`src/design/sat_pkg.sv`:
```
`default_nettype none
package sat_pkg;
  // ----------------------------------------------------------------
  // Widths
  // ----------------------------------------------------------------
  localparam int unsigned ADDR_W = 18;
  localparam int unsigned SEG_W = 18;
  localparam int unsigned ABS_W = 24;
  localparam int unsigned SIZE_W = 19;
  localparam int unsigned BASE_NUM_W = 3;
  localparam int unsigned BASE_CNT = 8;
  localparam int unsigned WORD_W = 36;
  // ----------------------------------------------------------------
  // Instruction fields
  // ----------------------------------------------------------------
  localparam int unsigned BASE_FORM_BIT = 29;
  localparam int unsigned SEL_HI = 17;
  localparam int unsigned SEL_LO = 15;
  localparam int unsigned OFFS_HI = 14;
  localparam int unsigned OFFS_LO = 0;
  // ----------------------------------------------------------------
  // Descriptor entry layout: origin, size, control
  // ----------------------------------------------------------------
  localparam int unsigned DESC_ORG_LO = 0;
  localparam int unsigned DESC_SIZE_LO = 18;
  localparam int unsigned DESC_SIZE_W = 12;
  localparam int unsigned DESC_CTL_LO = 30;
  localparam int unsigned DESC_CTL_W = 6;
  localparam int unsigned DESC_SIZE_SHIFT = 6;
  localparam int unsigned DESC_ORG_SHIFT = 6;
  // ----------------------------------------------------------------
  // Reset values
  // ----------------------------------------------------------------
  localparam logic [ABS_W-1:0] RST_TBL_ORG = 24'h000000;
  localparam logic [SIZE_W-1:0] RST_TBL_SIZE = 19'h00000;
  localparam logic [SEG_W-1:0] RST_SEG = 18'h00000;

  // Request from the execution pipeline
  typedef struct packed {
    logic fetch;
    logic [WORD_W-1:0] instr;
    logic [ADDR_W-1:0] counter;
  } sat_req_t;

  // Answer to the execution pipeline
  typedef struct packed {
    logic fault;
    logic [ABS_W-1:0] addr;
    logic [DESC_CTL_W-1:0] ctl;
  } sat_rsp_t;
endpackage : sat_pkg
`default_nettype wire

```
`src/design/sat_translator.sv`:
```
`default_nettype none
module sat_translator (
  input wire logic clk,
  input wire logic rst,
  input wire logic ce,
  input wire logic req_valid,
  input wire sat_pkg::sat_req_t req,
  output logic req_ready,
  input wire logic absolute_mode,
  input wire logic privileged,
  input wire logic tbl_load,
  input wire logic [sat_pkg::ABS_W-1:0] tbl_org_in,
  input wire logic [sat_pkg::SIZE_W-1:0] tbl_size_in,
  input wire logic base_load,
  input wire logic [sat_pkg::BASE_NUM_W-1:0] base_sel_in,
  input wire logic [sat_pkg::SEG_W-1:0] base_seg_in,
  input wire logic code_load,
  input wire logic [sat_pkg::SEG_W-1:0] code_seg_in,
  input wire logic operand_load,
  input wire logic [sat_pkg::SEG_W-1:0] operand_seg_in,
  output logic mem_rd,
  output logic [sat_pkg::ABS_W-1:0] mem_addr,
  input wire logic mem_ack,
  input wire logic [sat_pkg::WORD_W-1:0] mem_data,
  output logic rsp_valid,
  output sat_pkg::sat_rsp_t rsp
);
  // Sequencer states
  typedef enum logic [2:0] {S_IDLE, S_BASE, S_DESC, S_WAIT, S_DONE} sat_state_t;

  // ----------------------------------------------------------------
  // Helper functions
  // ----------------------------------------------------------------
  function automatic logic [sat_pkg::ABS_W-1:0] sat_add(input logic [sat_pkg::ABS_W-1:0] base,
                                                        input logic [sat_pkg::SEG_W-1:0] offs);
    sat_add = base + {{(sat_pkg::ABS_W - sat_pkg::SEG_W){1'b0}}, offs};
  endfunction : sat_add

  function automatic logic sat_inside(input logic [sat_pkg::SEG_W-1:0] offs,
                                      input logic [sat_pkg::SIZE_W-1:0] size);
    sat_inside = {1'b0, offs} < size;
  endfunction : sat_inside

  // ----------------------------------------------------------------
  // State
  // ----------------------------------------------------------------
  sat_state_t state_r, state_nxt;
  logic [sat_pkg::ABS_W-1:0] tbl_org_r;
  logic [sat_pkg::SIZE_W-1:0] tbl_size_r;
  logic [sat_pkg::SEG_W-1:0] code_seg_r;
  logic [sat_pkg::SEG_W-1:0] operand_seg_r;
  logic [sat_pkg::SEG_W-1:0] seg_r;
  logic [sat_pkg::SEG_W-1:0] offs_r;
  logic use_base_r;
  logic [sat_pkg::BASE_NUM_W-1:0] base_sel_r;
  logic [sat_pkg::SEG_W-1:0] base_seg;

  // ----------------------------------------------------------------
  // Request decode
  // ----------------------------------------------------------------
  wire logic in_base_form = ~req.fetch & req.instr[sat_pkg::BASE_FORM_BIT];
  wire logic [sat_pkg::BASE_NUM_W-1:0] base_pick =
    req.instr[sat_pkg::SEL_HI:sat_pkg::SEL_LO];
  wire logic [sat_pkg::SEG_W-1:0] field_offs = req.instr[sat_pkg::SEG_W-1:0];
  wire logic [sat_pkg::SEG_W-1:0] base_offs =
    {3'h0, field_offs[sat_pkg::OFFS_HI:sat_pkg::OFFS_LO]};
  wire logic [sat_pkg::SEG_W-1:0] req_offs = req.fetch ? req.counter
                                           : (in_base_form ? base_offs : field_offs);
  wire logic [sat_pkg::SEG_W-1:0] req_seg = req.fetch ? code_seg_r : operand_seg_r;
  wire logic take = req_valid & req_ready; // Ready is low in the first cycle after reset
  wire logic go_abs = req.fetch & absolute_mode;

  // ----------------------------------------------------------------
  // Descriptor decode
  // ----------------------------------------------------------------
  wire logic [sat_pkg::SEG_W-1:0] cur_seg = use_base_r ? base_seg : seg_r;
  wire logic seg_in_tbl = sat_inside(cur_seg, tbl_size_r);
  wire logic [sat_pkg::ABS_W-1:0] desc_addr = sat_add(tbl_org_r, cur_seg);

  // Fields of the descriptor word
  wire logic [sat_pkg::ABS_W-1:0] seg_org =
    {mem_data[sat_pkg::DESC_ORG_LO +: sat_pkg::SEG_W], 6'h00};
  wire logic [sat_pkg::SIZE_W-1:0] seg_size =
    {1'b0, mem_data[sat_pkg::DESC_SIZE_LO +: sat_pkg::DESC_SIZE_W], 6'h00};
  wire logic [sat_pkg::DESC_CTL_W-1:0] seg_ctl =
    mem_data[sat_pkg::DESC_CTL_LO +: sat_pkg::DESC_CTL_W];
  wire logic offs_ok = sat_inside(offs_r, seg_size);
  wire logic [sat_pkg::ABS_W-1:0] abs_addr = sat_add(seg_org, offs_r);

  // ----------------------------------------------------------------
  // Segment select bases
  // ----------------------------------------------------------------
  // Base number held from the take edge, so the pipeline may move on
  sat_base_file u_bases (
    .clk(clk),
    .rst(rst),
    .ce(ce),
    .wr_en(base_load),
    .wr_sel(base_sel_in),
    .wr_seg(base_seg_in),
    .rd_sel(base_sel_r),
    .rd_seg(base_seg)
  );

  // ----------------------------------------------------------------
  // Sequencer
  // ----------------------------------------------------------------
  always_comb begin
    state_nxt = state_r;
    unique case (state_r)
      S_IDLE: begin
        if (take) state_nxt = go_abs ? S_DONE : (in_base_form ? S_BASE : S_DESC);
      end
      S_BASE: state_nxt = S_DESC;
      S_DESC: state_nxt = seg_in_tbl ? S_WAIT : S_DONE;
      S_WAIT: begin
        if (mem_ack) state_nxt = S_DONE;
      end
      S_DONE: state_nxt = S_IDLE;
      default: state_nxt = S_IDLE;
    endcase
  end

  // ----------------------------------------------------------------
  // Registers
  // ----------------------------------------------------------------
  // State and table base
  always_ff @(posedge clk) begin
    if (rst) begin
      state_r <= S_IDLE;
      tbl_org_r <= sat_pkg::RST_TBL_ORG;
      tbl_size_r <= sat_pkg::RST_TBL_SIZE;
    end else if (ce) begin
      state_r <= state_nxt;
      if (tbl_load && privileged) begin
        tbl_org_r <= tbl_org_in;
        tbl_size_r <= tbl_size_in;
      end
    end
  end

  // Current segment bases
  always_ff @(posedge clk) begin
    if (rst) begin
      code_seg_r <= sat_pkg::RST_SEG;
      operand_seg_r <= sat_pkg::RST_SEG;
    end else if (ce) begin
      if (code_load) code_seg_r <= code_seg_in;
      if (operand_load) operand_seg_r <= operand_seg_in;
    end
  end

  // Captured request
  always_ff @(posedge clk) begin
    if (rst) begin
      seg_r <= sat_pkg::RST_SEG;
      offs_r <= sat_pkg::RST_SEG;
      use_base_r <= 1'b0;
      base_sel_r <= '0;
    end else if (ce && take) begin
      seg_r <= req_seg;
      offs_r <= req_offs;
      use_base_r <= in_base_form;
      base_sel_r <= base_pick;
    end
  end

  // ----------------------------------------------------------------
  // Outputs
  // ----------------------------------------------------------------
  // Memory read of descriptor entry
  always_ff @(posedge clk) begin
    if (rst) begin
      mem_rd <= 1'b0;
      mem_addr <= sat_pkg::RST_TBL_ORG;
    end else if (ce) begin
      mem_rd <= (state_nxt == S_WAIT);
      if (state_r == S_DESC) mem_addr <= desc_addr;
    end
  end

  // Answer to the pipeline
  always_ff @(posedge clk) begin
    if (rst) begin
      rsp_valid <= 1'b0;
      rsp <= '0;
      req_ready <= 1'b0;
    end else if (ce) begin
      rsp_valid <= 1'b0;
      req_ready <= (state_nxt == S_IDLE);
      if (take && go_abs) begin
        rsp_valid <= 1'b1;
        rsp <= '{fault: 1'b0, addr: {6'h00, req.counter}, ctl: '0};
      end else if (state_r == S_DESC && !seg_in_tbl) begin
        rsp_valid <= 1'b1;
        rsp <= '{fault: 1'b1, addr: '0, ctl: '0};
      end else if (state_r == S_WAIT && mem_ack) begin
        rsp_valid <= 1'b1;
        rsp <= '{fault: ~offs_ok, addr: offs_ok ? abs_addr : '0, ctl: seg_ctl};
      end
    end
  end
endmodule : sat_translator
`default_nettype wire

```
`src/design/sat_base_file.sv`:
```
`default_nettype none
// ----------------------------------------------------------------
// Eight segment select bases, registered read
// ----------------------------------------------------------------
module sat_base_file (
  input wire logic clk,
  input wire logic rst,
  input wire logic ce,
  input wire logic wr_en,
  input wire logic [sat_pkg::BASE_NUM_W-1:0] wr_sel,
  input wire logic [sat_pkg::SEG_W-1:0] wr_seg,
  input wire logic [sat_pkg::BASE_NUM_W-1:0] rd_sel,
  output logic [sat_pkg::SEG_W-1:0] rd_seg
);
  logic [sat_pkg::SEG_W-1:0] mem_r [sat_pkg::BASE_CNT];

  // Storage and registered read
  always_ff @(posedge clk) begin
    if (rst) begin
      for (int i = 0; i < sat_pkg::BASE_CNT; i++) mem_r[i] <= sat_pkg::RST_SEG;
      rd_seg <= sat_pkg::RST_SEG;
    end else if (ce) begin
      if (wr_en) mem_r[wr_sel] <= wr_seg;
      rd_seg <= mem_r[rd_sel];
    end
  end
endmodule : sat_base_file
`default_nettype wire

```
`config.mk`:
```
export PLATFORM = sky130hd
export DESIGN_NAME = sat_translator
export DESIGN_NICKNAME = d
export VERILOG_FILES = /design/src/design/sat_pkg.sv /design/src/design/sat_translator.sv /design/src/design/sat_base_file.sv
export SDC_FILE = /design/constraint.sdc
export NUM_CORES = 1
export LEC_CHECK = 0
export ABC_CLOCK_PERIOD_IN_PS = 7000
export BUFFER_PORTS_ARGS = -buffer_cell sky130_fd_sc_hd__buf_2
export CORE_MARGIN = 1
export CORE_UTILIZATION = 33
export CTS_CLUSTER_DIAMETER = 200
export DETAILED_ROUTE_END_ITERATION = 16
export SYNTH_ARGS = -nofsm -noshare
export SYNTH_HDL_FRONTEND = slang
export SYNTH_SLANG_ARGS = --single-unit
```
`constraint.sdc`:
```
create_clock -name clk -period 7 [get_ports clk]
set_input_delay 1.4 -clock clk [delete_from_list [all_inputs] [get_ports clk]]
set_output_delay 1.4 -clock clk [all_outputs]
set_load 0.01 [all_outputs]
```
==> results_dict.tcl, run 1 <==
set metrics [dict create \
    status "completed" \
    combPwrFrac_pct 9.6 \
    syn_area_sq_um 16500 \
    endpoint_kind "flip-flop" \
    synth_nets 1872 \
    period_minus_slack_ns 4.13 \
    cts-root-buf "clkbuf_16" \
    dr.pass1.iters 5 \
    synth_edf_count 144 \
    io_buffers 242 \
    rsz0062_at_grt "no" \
    fillCellCount 4838 \
    cp_cell_sequence "mux2i_1, inv_1, ha_1, or3_1, o221ai_2, o21ai_2, a211o_1, o21ai_4, nand2_1, o41ai_1" \
    clkLatencyLatePin_ns 0.56 \
    syn_inst 1610 \
    synth_warnings 0 \
    postRouteAntennaNets 0 \
    finalHoldViolCount 0 \
    postCtsHoldBufs 0 \
    tns_ns 0 \
    worst_slack_ns 2.87 \
    critPathRequiredTime_ns 7.44 \
    ioPinCount 260 \
    path_clk_slew_ns 0.06 \
    via_count 12700 \
    overflow 0 \
    dieArea_sq_um 50800 \
    drc_errors 0 \
    grt_pass1_wl_um 70200 \
    cts_resized 0 \
    crit_path_top_delay_cell "dfxtp_1" \
    max_stage_delay_ns 0.91 \
    hpwl_um 31700 \
    antenna_found_initial 7 \
    hold_path_class "flip-flop to flip-flop" \
    synth_seq_cells 342 \
    cts_tree "yes" \
    peakVddDrop_v 0.000127 \
    p_leak_nw 7.64 \
    grt_max_degree 112 \
    post_dp_cell_area_sq_um 18300 \
    place_congestion 0.839 \
    holdWs_ns 0.453 \
    worst-path-max-fanout 26 \
    async_reset_ff_share_pct 0 \
    syn_avg_cell_area_sq_um 10.2 \
    synth_cell_type_count 62 \
    grt_use_total_pct 18.0 \
    relSlewSlack_pct 26.1 \
    viasPerCell 5.03 \
    routed_wl_um 46000 \
    powerDensity_nw_per_um2 241 \
    fmax_mhz 242 \
    intPower_mw 3.56 \
    die_h_um 225 \
    tightest_slew_ns 1.11 \
    clockPowerShare_pct 43.7 \
    grt_pass1_vias 12400 \
    synth_top_flop_cell "dfxtp_1" \
    cts_setup_buffers 0 \
    slew_violations 0 \
    area_growth_syn_to_layout_pct 19.1 \
    nets 2082 \
    clock_skew_ns 0.0251 \
    placedCellCount 2443 \
    drtIter0Drc 867 \
    fin_util_pct 40.0 \
    cp_top_family "compound AO/OA/AOI/OAI gates" \
    cap_viol_max_count 0 \
    crit_arrival_ns 4.57 \
    wire_per_inst_um 18.3 \
    cts_sinks 342 \
    core_area_sq_um 49100 \
    p_seq_share_pct 46.8 \
    worstSetupPathType "flip-flop to flip-flop" \
    yosysSeqAreaShare_pct 50.3 \
    h-tree-depth 2 \
    cp-start-kind "flip-flop" \
    pre_cts_ws_ns 2.31 \
    postLayoutCellArea_sq_um 19600 \
    clock_path_buffers 3 \
    worstPathBufferInverterCount 1 \
    power_switching_mw 1.16 \
    start_util_pct 33.6 \
    setup_viol 0 \
    drive_gt1_share_pct 21.8 \
    swShare_pct 24.5 \
    rows 81 \
    period_share_pct 59.0 \
    die_x_um 225 \
    layoutNonFillerInstCount 2519 \
    cts-buffers-inserted 39 \
    p_total_mw 4.72 \
]
-- cells in the mapped netlist, types with 9 or more instances --
master,number,share of area (%)
mux2_2,16,1.1
clkbuf_1,81,1.8
ha_1,58,4.4
inv_1,45,1.0
a21o_1,17,0.78
buf_2,9,0.27
a31oi_1,9,0.34
dfxtp_1,198,24
a211oi_1,83,3.8
o21ai_0,41,1.2
nor2_1,107,2.4
a32oi_1,18,0.96
and2_1,148,5.6
nand3_1,17,0.52
nor3_1,19,0.58
edfxtp_1,144,26
a21oi_1,131,4.0
nand2_1,225,5.1
xnor2_1,12,0.64
and3_1,15,0.57
mux4_2,36,4.9
nand4_1,13,0.49
mux2i_1,53,3.2
-- power by group through the flow --
stage	clock network, mW	logic [mW]	registers, mW
2_1_floorplan	0	0.285	2.24
6_report	2.06	0.451	2.21
3_5_place_dp	0	0.452	2.25
4_1_cts	2.10	0.454	2.21
3_3_place_gp	0	0.444	2.25
5_1_grt	2.18	0.499	2.22
-- layout make-up --
| type | instances | area [sq um] | share of cell area, % |
|---|---|---|---|
| Multi-Input combinational cell | 1125 | 7620 | 38.9 |
| Tap cell | 664 | 831 | 4.23 |
| Sequential cell | 342 | 8290 | 42.3 |
| Inverter | 45 | 169 | 0.861 |
| Timing Repair Buffer | 267 | 1410 | 7.16 |
| Clock buffer | 55 | 1130 | 5.76 |
| Antenna cell | 4 | 10.0 | 0.0510 |
| Clock inverter | 17 | 160 | 0.816 |
-- cell usage in the layout (no fill, tap or decap), types with 36 or more instances in the layout --
cell / count
buf_2: 241
nand2_1: 225
dfxtp_1: 197
and2_1: 148
edfxtp_1: 144
a21oi_1: 131
nor2_1: 107
a211oi_1: 83
ha_1: 58
mux2i_1: 53
inv_1: 45
clkbuf_16: 41
mux4_2: 36
-- kinds of logic (layout without fill, tap and decap cells) --
kind of cell	after synthesis	count (layout)	synth area share (%)
compound gates	348	348	13.7
xor+xnor	20	20	1.06
fa+ha+maj	60	60	4.65
buf+inv	143	384	3.46
flops	342	342	50.3
mux	106	106	9.33
other cells	0	4	0
simple gates	591	591	17.4
-- tightest hold or removal path: cells and delay by family (launching register included) --
kind	cells	cell delay (ns)
flops	1	0.31
simple gates	1	0.05
compound gates	1	0.05
-- state kept, by name, summed over array words and instances (netlist names) --
name            count
u_bases.mem_r     144
rsp                31
mem_addr           24
tbl_org_r          24
tbl_size_r         19
code_seg_r         18
offs_r             18
operand_seg_r      18
seg_r              18
u_bases.rd_seg     18
base_sel_r          3
state_r             3
mem_rd              1
req_ready           1
rsp_valid           1
use_base_r          1
-- per-layer routing --
metal	vias to the layer above	routed length (um)	track usage, %
met4	8	1180	5.40
li1	6256	-	-
met3	82	2770	4.11
met2	313	21500	29.7
met1	6008	20500	23.5
met5	-	52	0
-- path summary, 6_finish.rpt --
path                                startpoint        endpoint  slack (ns)  cells after the start
worst max register to register      use_base_r         rsp[25]        2.87                     10
worst min register to register  tbl_size_r[11]  tbl_size_r[11]        0.45                      2
worst min-delay path            tbl_size_r[11]  tbl_size_r[11]        0.45                      2
worst max-delay path                use_base_r         rsp[25]        2.87                     10
No activity file was read; power rests on OpenSTA's default activity.
==> run 2: changes to the inputs <==
--- a/config.mk
+++ b/config.mk
@@ -5,7 +5,7 @@
 export SDC_FILE = /design/constraint.sdc
 export NUM_CORES = 1
 export LEC_CHECK = 0
-export ABC_CLOCK_PERIOD_IN_PS = 7000
+export ABC_CLOCK_PERIOD_IN_PS = 4100
 export BUFFER_PORTS_ARGS = -buffer_cell sky130_fd_sc_hd__buf_2
 export CORE_MARGIN = 1
 export CORE_UTILIZATION = 33
==> constraint.sdc (replaced) <==
create_clock -name clk -period 4.1 [get_ports clk]
set_input_delay 0.82 -clock clk [delete_from_list [all_inputs] [get_ports clk]]
set_output_delay 0.82 -clock clk [all_outputs]
set_load 0.01 [all_outputs]
==> results_dict.tcl, run 2 (synthesis results as in run 1) <==
set metrics [dict create \
    rows 81 \
    grt_max_degree 69 \
    cts-root-buf "clkbuf_16" \
    die_x_um 225 \
    cp_cell_sequence "buf_4, mux2_2, ha_1, nand3_1, nor2_1, and3_1, a2111oi_2, o31ai_4, buf_4, nor3b_1, a31o_2" \
    ioPinCount 260 \
    cts_setup_buffers 0 \
    cpMostUsedCell "buf_4" \
    core_area_sq_um 49100 \
    period_share_pct 88.2 \
    period_minus_slack_ns 3.62 \
    viasPerCell 5.07 \
    wire_per_inst_um 18.6 \
    endpoint_kind "flip-flop" \
    reg2reg_depth 11 \
    p_leak_nw 7.72 \
    worst-path-max-fanout 28 \
    relSlewSlack_pct 26.6 \
    dieArea_sq_um 50800 \
    area_growth_syn_to_layout_pct 20.2 \
    min_path_cells 2 \
    cts_sinks 342 \
    final_common_cell "buf_2" \
    antenna_found_initial 5 \
    grt_use_total_pct 18.4 \
    status "completed" \
    crit_arrival_ns 4.07 \
    die_h_um 225 \
    slew_violations 0 \
    p_seq_share_pct 45.6 \
    cap_viol_max_count 0 \
    clock_path_buffers 3 \
    start_util_pct 33.6 \
    wl_met1_um 20800 \
    clkLatencyLatePin_ns 0.56 \
    power_switching_mw 1.97 \
    dr_wl_met3_um 2880 \
    holdWs_ns 0.449 \
    clock_skew_ns 0.0278 \
    fmax_mhz 277 \
    drtIter0Drc 770 \
    worstSetupPathType "flip-flop to flip-flop" \
    overflow 0 \
    crit_path_top_delay_cell "o31ai_4" \
    dr.pass1.iters 5 \
    clockPowerShare_pct 44.9 \
    hp-start "mem_addr[11]" \
    swShare_pct 23.9 \
    cp-start-kind "flip-flop" \
    postRouteAntennaNets 0 \
    regMostFlops "u_bases.mem_r" \
    hold_path_class "flip-flop to flip-flop" \
    drc_errors 0 \
    routed_wl_um 47000 \
    cts-buffers-inserted 40 \
    grt_pass1_vias 12600 \
    critPathRequiredTime_ns 4.56 \
    place_congestion 0.879 \
    r2r-end "rsp[28]" \
    drive_gt1_share_pct 22.1 \
    max_stage_delay_ns 0.95 \
    tightest_slew_ns 1.10 \
    path_clk_slew_ns 0.06 \
    reg_top3 "u_bases.mem_r: 144 flops, rsp: 31 flops" \
    cts_resized 0 \
    postCtsHoldBufs 0 \
    io_buffers 242 \
    largest_reg_flops 144 \
    hpwl_um 32900 \
    hold_path_end "mem_addr[11]" \
    powerDensity_nw_per_um2 418 \
    layout_common_cells "241 x buf_2, 225 x nand2_1, 197 x dfxtp_1" \
    tns_ns 0 \
    rsz0062_at_grt "no" \
    cts_tree "yes" \
    h-tree-depth 2 \
    intPower_mw 6.29 \
    combPwrFrac_pct 9.4 \
    timing.rr.start "use_base_r" \
    via_count 12800 \
    peakVddDrop_v 0.000234 \
    r2r_slack_ns 0.48 \
    grt_pass1_wl_um 71700 \
    finalHoldViolCount 0 \
    setup_viol 0 \
    wl_met2_um 22100 \
    nets 2096 \
    top_layer_used "met5" \
]
-- run 2: power groups by stage --
stage | logic (mW) | registers [mW] | clock network (mW)
2_1_floorplan | 0.486 | 3.82 | 0
3_3_place_gp | 0.765 | 3.84 | 0
3_5_place_dp | 0.776 | 3.85 | 0
4_1_cts | 0.782 | 3.77 | 3.79
5_1_grt | 0.860 | 3.79 | 3.93
6_report | 0.779 | 3.77 | 3.71
-- run 2: per-layer routing --
layer | GRT usage, % | vias up
met3 | 3.83 | 79
met2 | 30.8 | 360
met4 | 5.84 | 6
met1 | 23.7 | 6102
met5 | 0 | -
li1 | - | 6273
-- run 2: worst max-delay path by stage --
stage | from | end | slack, ns | cells past startpoint
final | use_base_r | rsp[28] | 0.48 | 11
after global routing | use_base_r | rsp[7] | 0.18 | 11
after CTS | use_base_r | rsp[28] | 0.44 | 11
after detailed placement | use_base_r | rsp[28] | 0.46 | 11
after global placement | use_base_r | rsp[28] | 0.51 | 11
after floorplan | use_base_r | rsp[10] | 0.98 | 12
-- run 2: area by class of cell --
class                   instances  area (sq um)
well taps                     664           831
clock buffers                  58          1150
multi-input cells            1125          7620
inverters                      45           169
diodes                          2          5.00
repair buffers                280          1500
fillers                      4851         29300
flip-flops and latches        342          8290
clock inverters                15           213
-- run 2: stage by stage --
stage	power [mW]	area, sq um	worst slack [ns]	utilization [%]	instances
6_report	8.26	19800	0.484	40.3	2531
2_1_floorplan	4.30	16500	0.984	-	1610
5_1_grt	8.58	19800	0.176	40.3	2530
4_1_cts	8.35	19800	0.443	40.3	2529
3_5_place_dp	4.62	18400	0.463	37.5	2456
3_3_place_gp	4.60	18400	0.512	37.5	2456
-- run 2: worst max-delay path: cells and delay by family, from the launching register on --
family	cells	cell delay [ns]
AO/OA/AOI/OAI	3	1.29
buffers and inverters	2	0.57
AND/OR/NAND/NOR	4	0.51
multiplexers	1	0.39
flip-flops	1	0.37
adder cells (fa/ha/maj)	1	0.36
==> run 3: changes to the inputs <==
--- a/config.mk
+++ b/config.mk
@@ -5,6 +5,7 @@
 export SDC_FILE = /design/constraint.sdc
 export NUM_CORES = 1
 export LEC_CHECK = 0
+export ABC_AREA = 1
 export ABC_CLOCK_PERIOD_IN_PS = 4100
 export BUFFER_PORTS_ARGS = -buffer_cell sky130_fd_sc_hd__buf_2
 export CORE_MARGIN = 1
==> results_dict.tcl, run 3 <==
set metrics [dict create \
    nets 2580 \
    powerDensity_nw_per_um2 417 \
    grt_use_total_pct 18.5 \
    slew_violations 0 \
    drive_gt1_share_pct 15.3 \
    io_buffers 242 \
    syn_area_sq_um 16900 \
    synth_common_cells "326 x nor2_1, 323 x nand2_1, 252 x inv_1, 252 x o21ai_0, 201 x a21oi_1" \
    clockPowerShare_pct 42.1 \
    period_minus_slack_ns 3.33 \
    async_reset_ff_share_pct 0 \
    power_switching_mw 2.18 \
    pre_cts_ws_ns 0.741 \
    crit_path_top_delay_cell "o21ai_0" \
    h-tree-depth 2 \
    synth.area.top_cells "edfxtp_1 26%, dfxtp_1 23%, o21ai_0 7.5%" \
    cts_tree "yes" \
    worstSetupPathType "flip-flop to flip-flop" \
    postCtsHoldBufs 0 \
    reg_top3 "u_bases.mem_r: 144 flops, rsp: 31 flops" \
    cp-start-kind "flip-flop" \
    clock_skew_ns 0.0318 \
    status "completed" \
    grt_max_degree 195 \
    hpwl_um 35000 \
    cap_viol_max_count 0 \
    path_clk_slew_ns 0.06 \
    max_stage_delay_ns 0.69 \
    p_leak_nw 8.78 \
    cts_sinks 342 \
    synth_warnings 0 \
    place_congestion 0.904 \
    cts_resized 0 \
    worst-path-max-fanout 36 \
    clkLatencyLatePin_ns 0.57 \
    syn_inst 2110 \
    cts_setup_buffers 0 \
    synth_cell_type_count 43 \
    fmax_mhz 301 \
    area_growth_syn_to_layout_pct 18.4 \
    relSlewSlack_pct 26.6 \
    antenna_found_initial 2 \
    routed_wl_um 49600 \
    rows 82 \
    ioPinCount 260 \
    combPwrFrac_pct 12.0 \
    swShare_pct 26.1 \
    cts-buffers-inserted 39 \
    cp-startpoint "use_base_r" \
    drtIter0Drc 988 \
    setup_viol 0 \
    endpoint_kind "flip-flop" \
    die_x_um 228 \
    dieArea_sq_um 52200 \
    hp-start "tbl_org_r[10]" \
    cp_cell_sequence "o21ai_0, ha_1, nand2_1, inv_1, nand2_1, a21oi_1, nor2_1, nand3_2, nand2_4, nand3_2, nand2_4, inv_2, nand2_1, a21oi_2" \
    cpMostUsedCell "nand2_1" \
    timing.rr.start "use_base_r" \
    syn_avg_cell_area_sq_um 8.02 \
    synth_edf_count 144 \
    intPower_mw 6.17 \
    dr.pass1.iters 7 \
    period_share_pct 81.1 \
    via_count 14800 \
    start_util_pct 33.6 \
    yosysMostFrequentCell "nor2_1" \
    fillCellCount 5138 \
    p_seq_share_pct 45.9 \
    peakVddDrop_v 0.000248 \
    die_h_um 228 \
    core_area_sq_um 50400 \
    netlist.area_leader.share_pct 25.6 \
    synth_seq_cells 342 \
    tightest_slew_ns 1.10 \
    regMostFlops "u_bases.mem_r" \
    cts-root-buf "clkbuf_16" \
    drc_errors 0 \
    crit_arrival_ns 3.76 \
    finalHoldViolCount 0 \
    layout_common_cells "324 x nor2_1, 323 x nand2_1, 252 x o21ai_0" \
    postRouteAntennaNets 0 \
    yosys.area.top_type "edfxtp_1" \
    synth_top_flop_cell "dfxtp_1" \
    seq_area_sq_um 8290 \
    overflow 0 \
    wire_per_inst_um 16.4 \
    viasPerCell 4.90 \
    final_common_cell "nor2_1" \
    tns_ns 0 \
    grt_pass1_wl_um 76000 \
    rsz0062_at_grt "no" \
    multi_input_area_sq_um 7190 \
    clock_path_buffers 3 \
    hold_path_class "flip-flop to flip-flop" \
    grt_pass1_vias 13900 \
    critPathRequiredTime_ns 4.53 \
    worst_slack_ns 0.773 \
    synth_nets 2372 \
    yosysSeqAreaShare_pct 49.0 \
    largest_reg_flops 144 \
]
[run 3: cell count changes in the layout (fill, tap and decap cells not counted), moves of 16 or more]
cell	before	now
a211oi_1	83	0
a21oi_1	131	201
a32oi_1	18	0
and2_1	148	1
inv_1	45	251
mux2_2	16	0
mux2i_1	53	36
mux4_2	36	0
nand2_1	225	323
nand3_1	17	41
nor2_1	107	324
o211ai_1	4	29
o21ai_0	35	252
o21ai_1	6	23
[run 3: layer usage]
metal / share of wire [%] / track usage [%] / vias to the layer above
met4: 2.1 / 5.16 / 2
met5: 0.026 / 0 / -
met2: 47 / 31.4 / 438
met1: 44 / 24.1 / 6892
li1: - / - / 7400
met3: 6.3 / 3.23 / 72
[run 3: path summary, 6_finish.rpt]
check / end / slack [ns] / cells after the start
max: rsp[24] / 0.77 / 14
min: tbl_org_r[10] / 0.45 / 2
max reg2reg: rsp[24] / 0.77 / 14
min reg2reg: tbl_org_r[10] / 0.45 / 2
[run 3: area by class of cell]
type                            count  share of cell area (%)
Antenna cell                        1                  0.0125
Clock buffer                       53                    5.49
Clock inverter                     17                   0.868
Inverter                          259                    4.88
Multi-Input combinational cell   1402                    35.9
Sequential cell                   342                    41.4
Tap cell                          672                    4.20
Timing Repair Buffer              274                    7.31
[run 3: kinds of logic after synthesis]
| kind of cell | share of synthesized area (%) |
|---|---|
| AOI/OAI and AO/OA | 17.4 |
| and+or+nand+nor | 17.4 |
| muxes | 2.13 |
| DFF | 49.0 |
| xor gates and xnor gates | 0.932 |
| buffers and inverters | 8.61 |
| adders and majority gates | 4.53 |
[run 3: critical path, delay by kind of cell (launching register included)]
family / cells / cell delay [ns]
AOI/OAI and AO/OA: 3 / 0.79
adders and majority gates: 1 / 0.36
buffers and inverters: 2 / 0.27
DFF: 1 / 0.48
and+or+nand+nor: 8 / 1.26
[run 3: metrics by stage]
step / power [mW] / cell area (sq um) / hold slack [ns] / util (%) / std cells
after floorplan: 4.52 / 16900 / 0.425 / - / 2110
after global placement: 4.88 / 18800 / 0.442 / 37.2 / 2949
after detailed placement: 4.91 / 18800 / 0.446 / 37.2 / 2949
after CTS: 8.44 / 20000 / 0.457 / 39.8 / 3019
after global routing: 8.70 / 20000 / 0.469 / 39.8 / 3020
final: 8.35 / 20000 / 0.454 / 39.8 / 3020
[run 3: power by group through the flow]
stage	registers [mW]	clock network, mW	logic [mW]
final	3.83	3.51	1.00
after global routing	3.85	3.73	1.13
after CTS	3.83	3.60	1.01
after detailed placement	3.90	0	1.01
after global placement	3.89	0	0.990
after floorplan	3.89	0	0.636
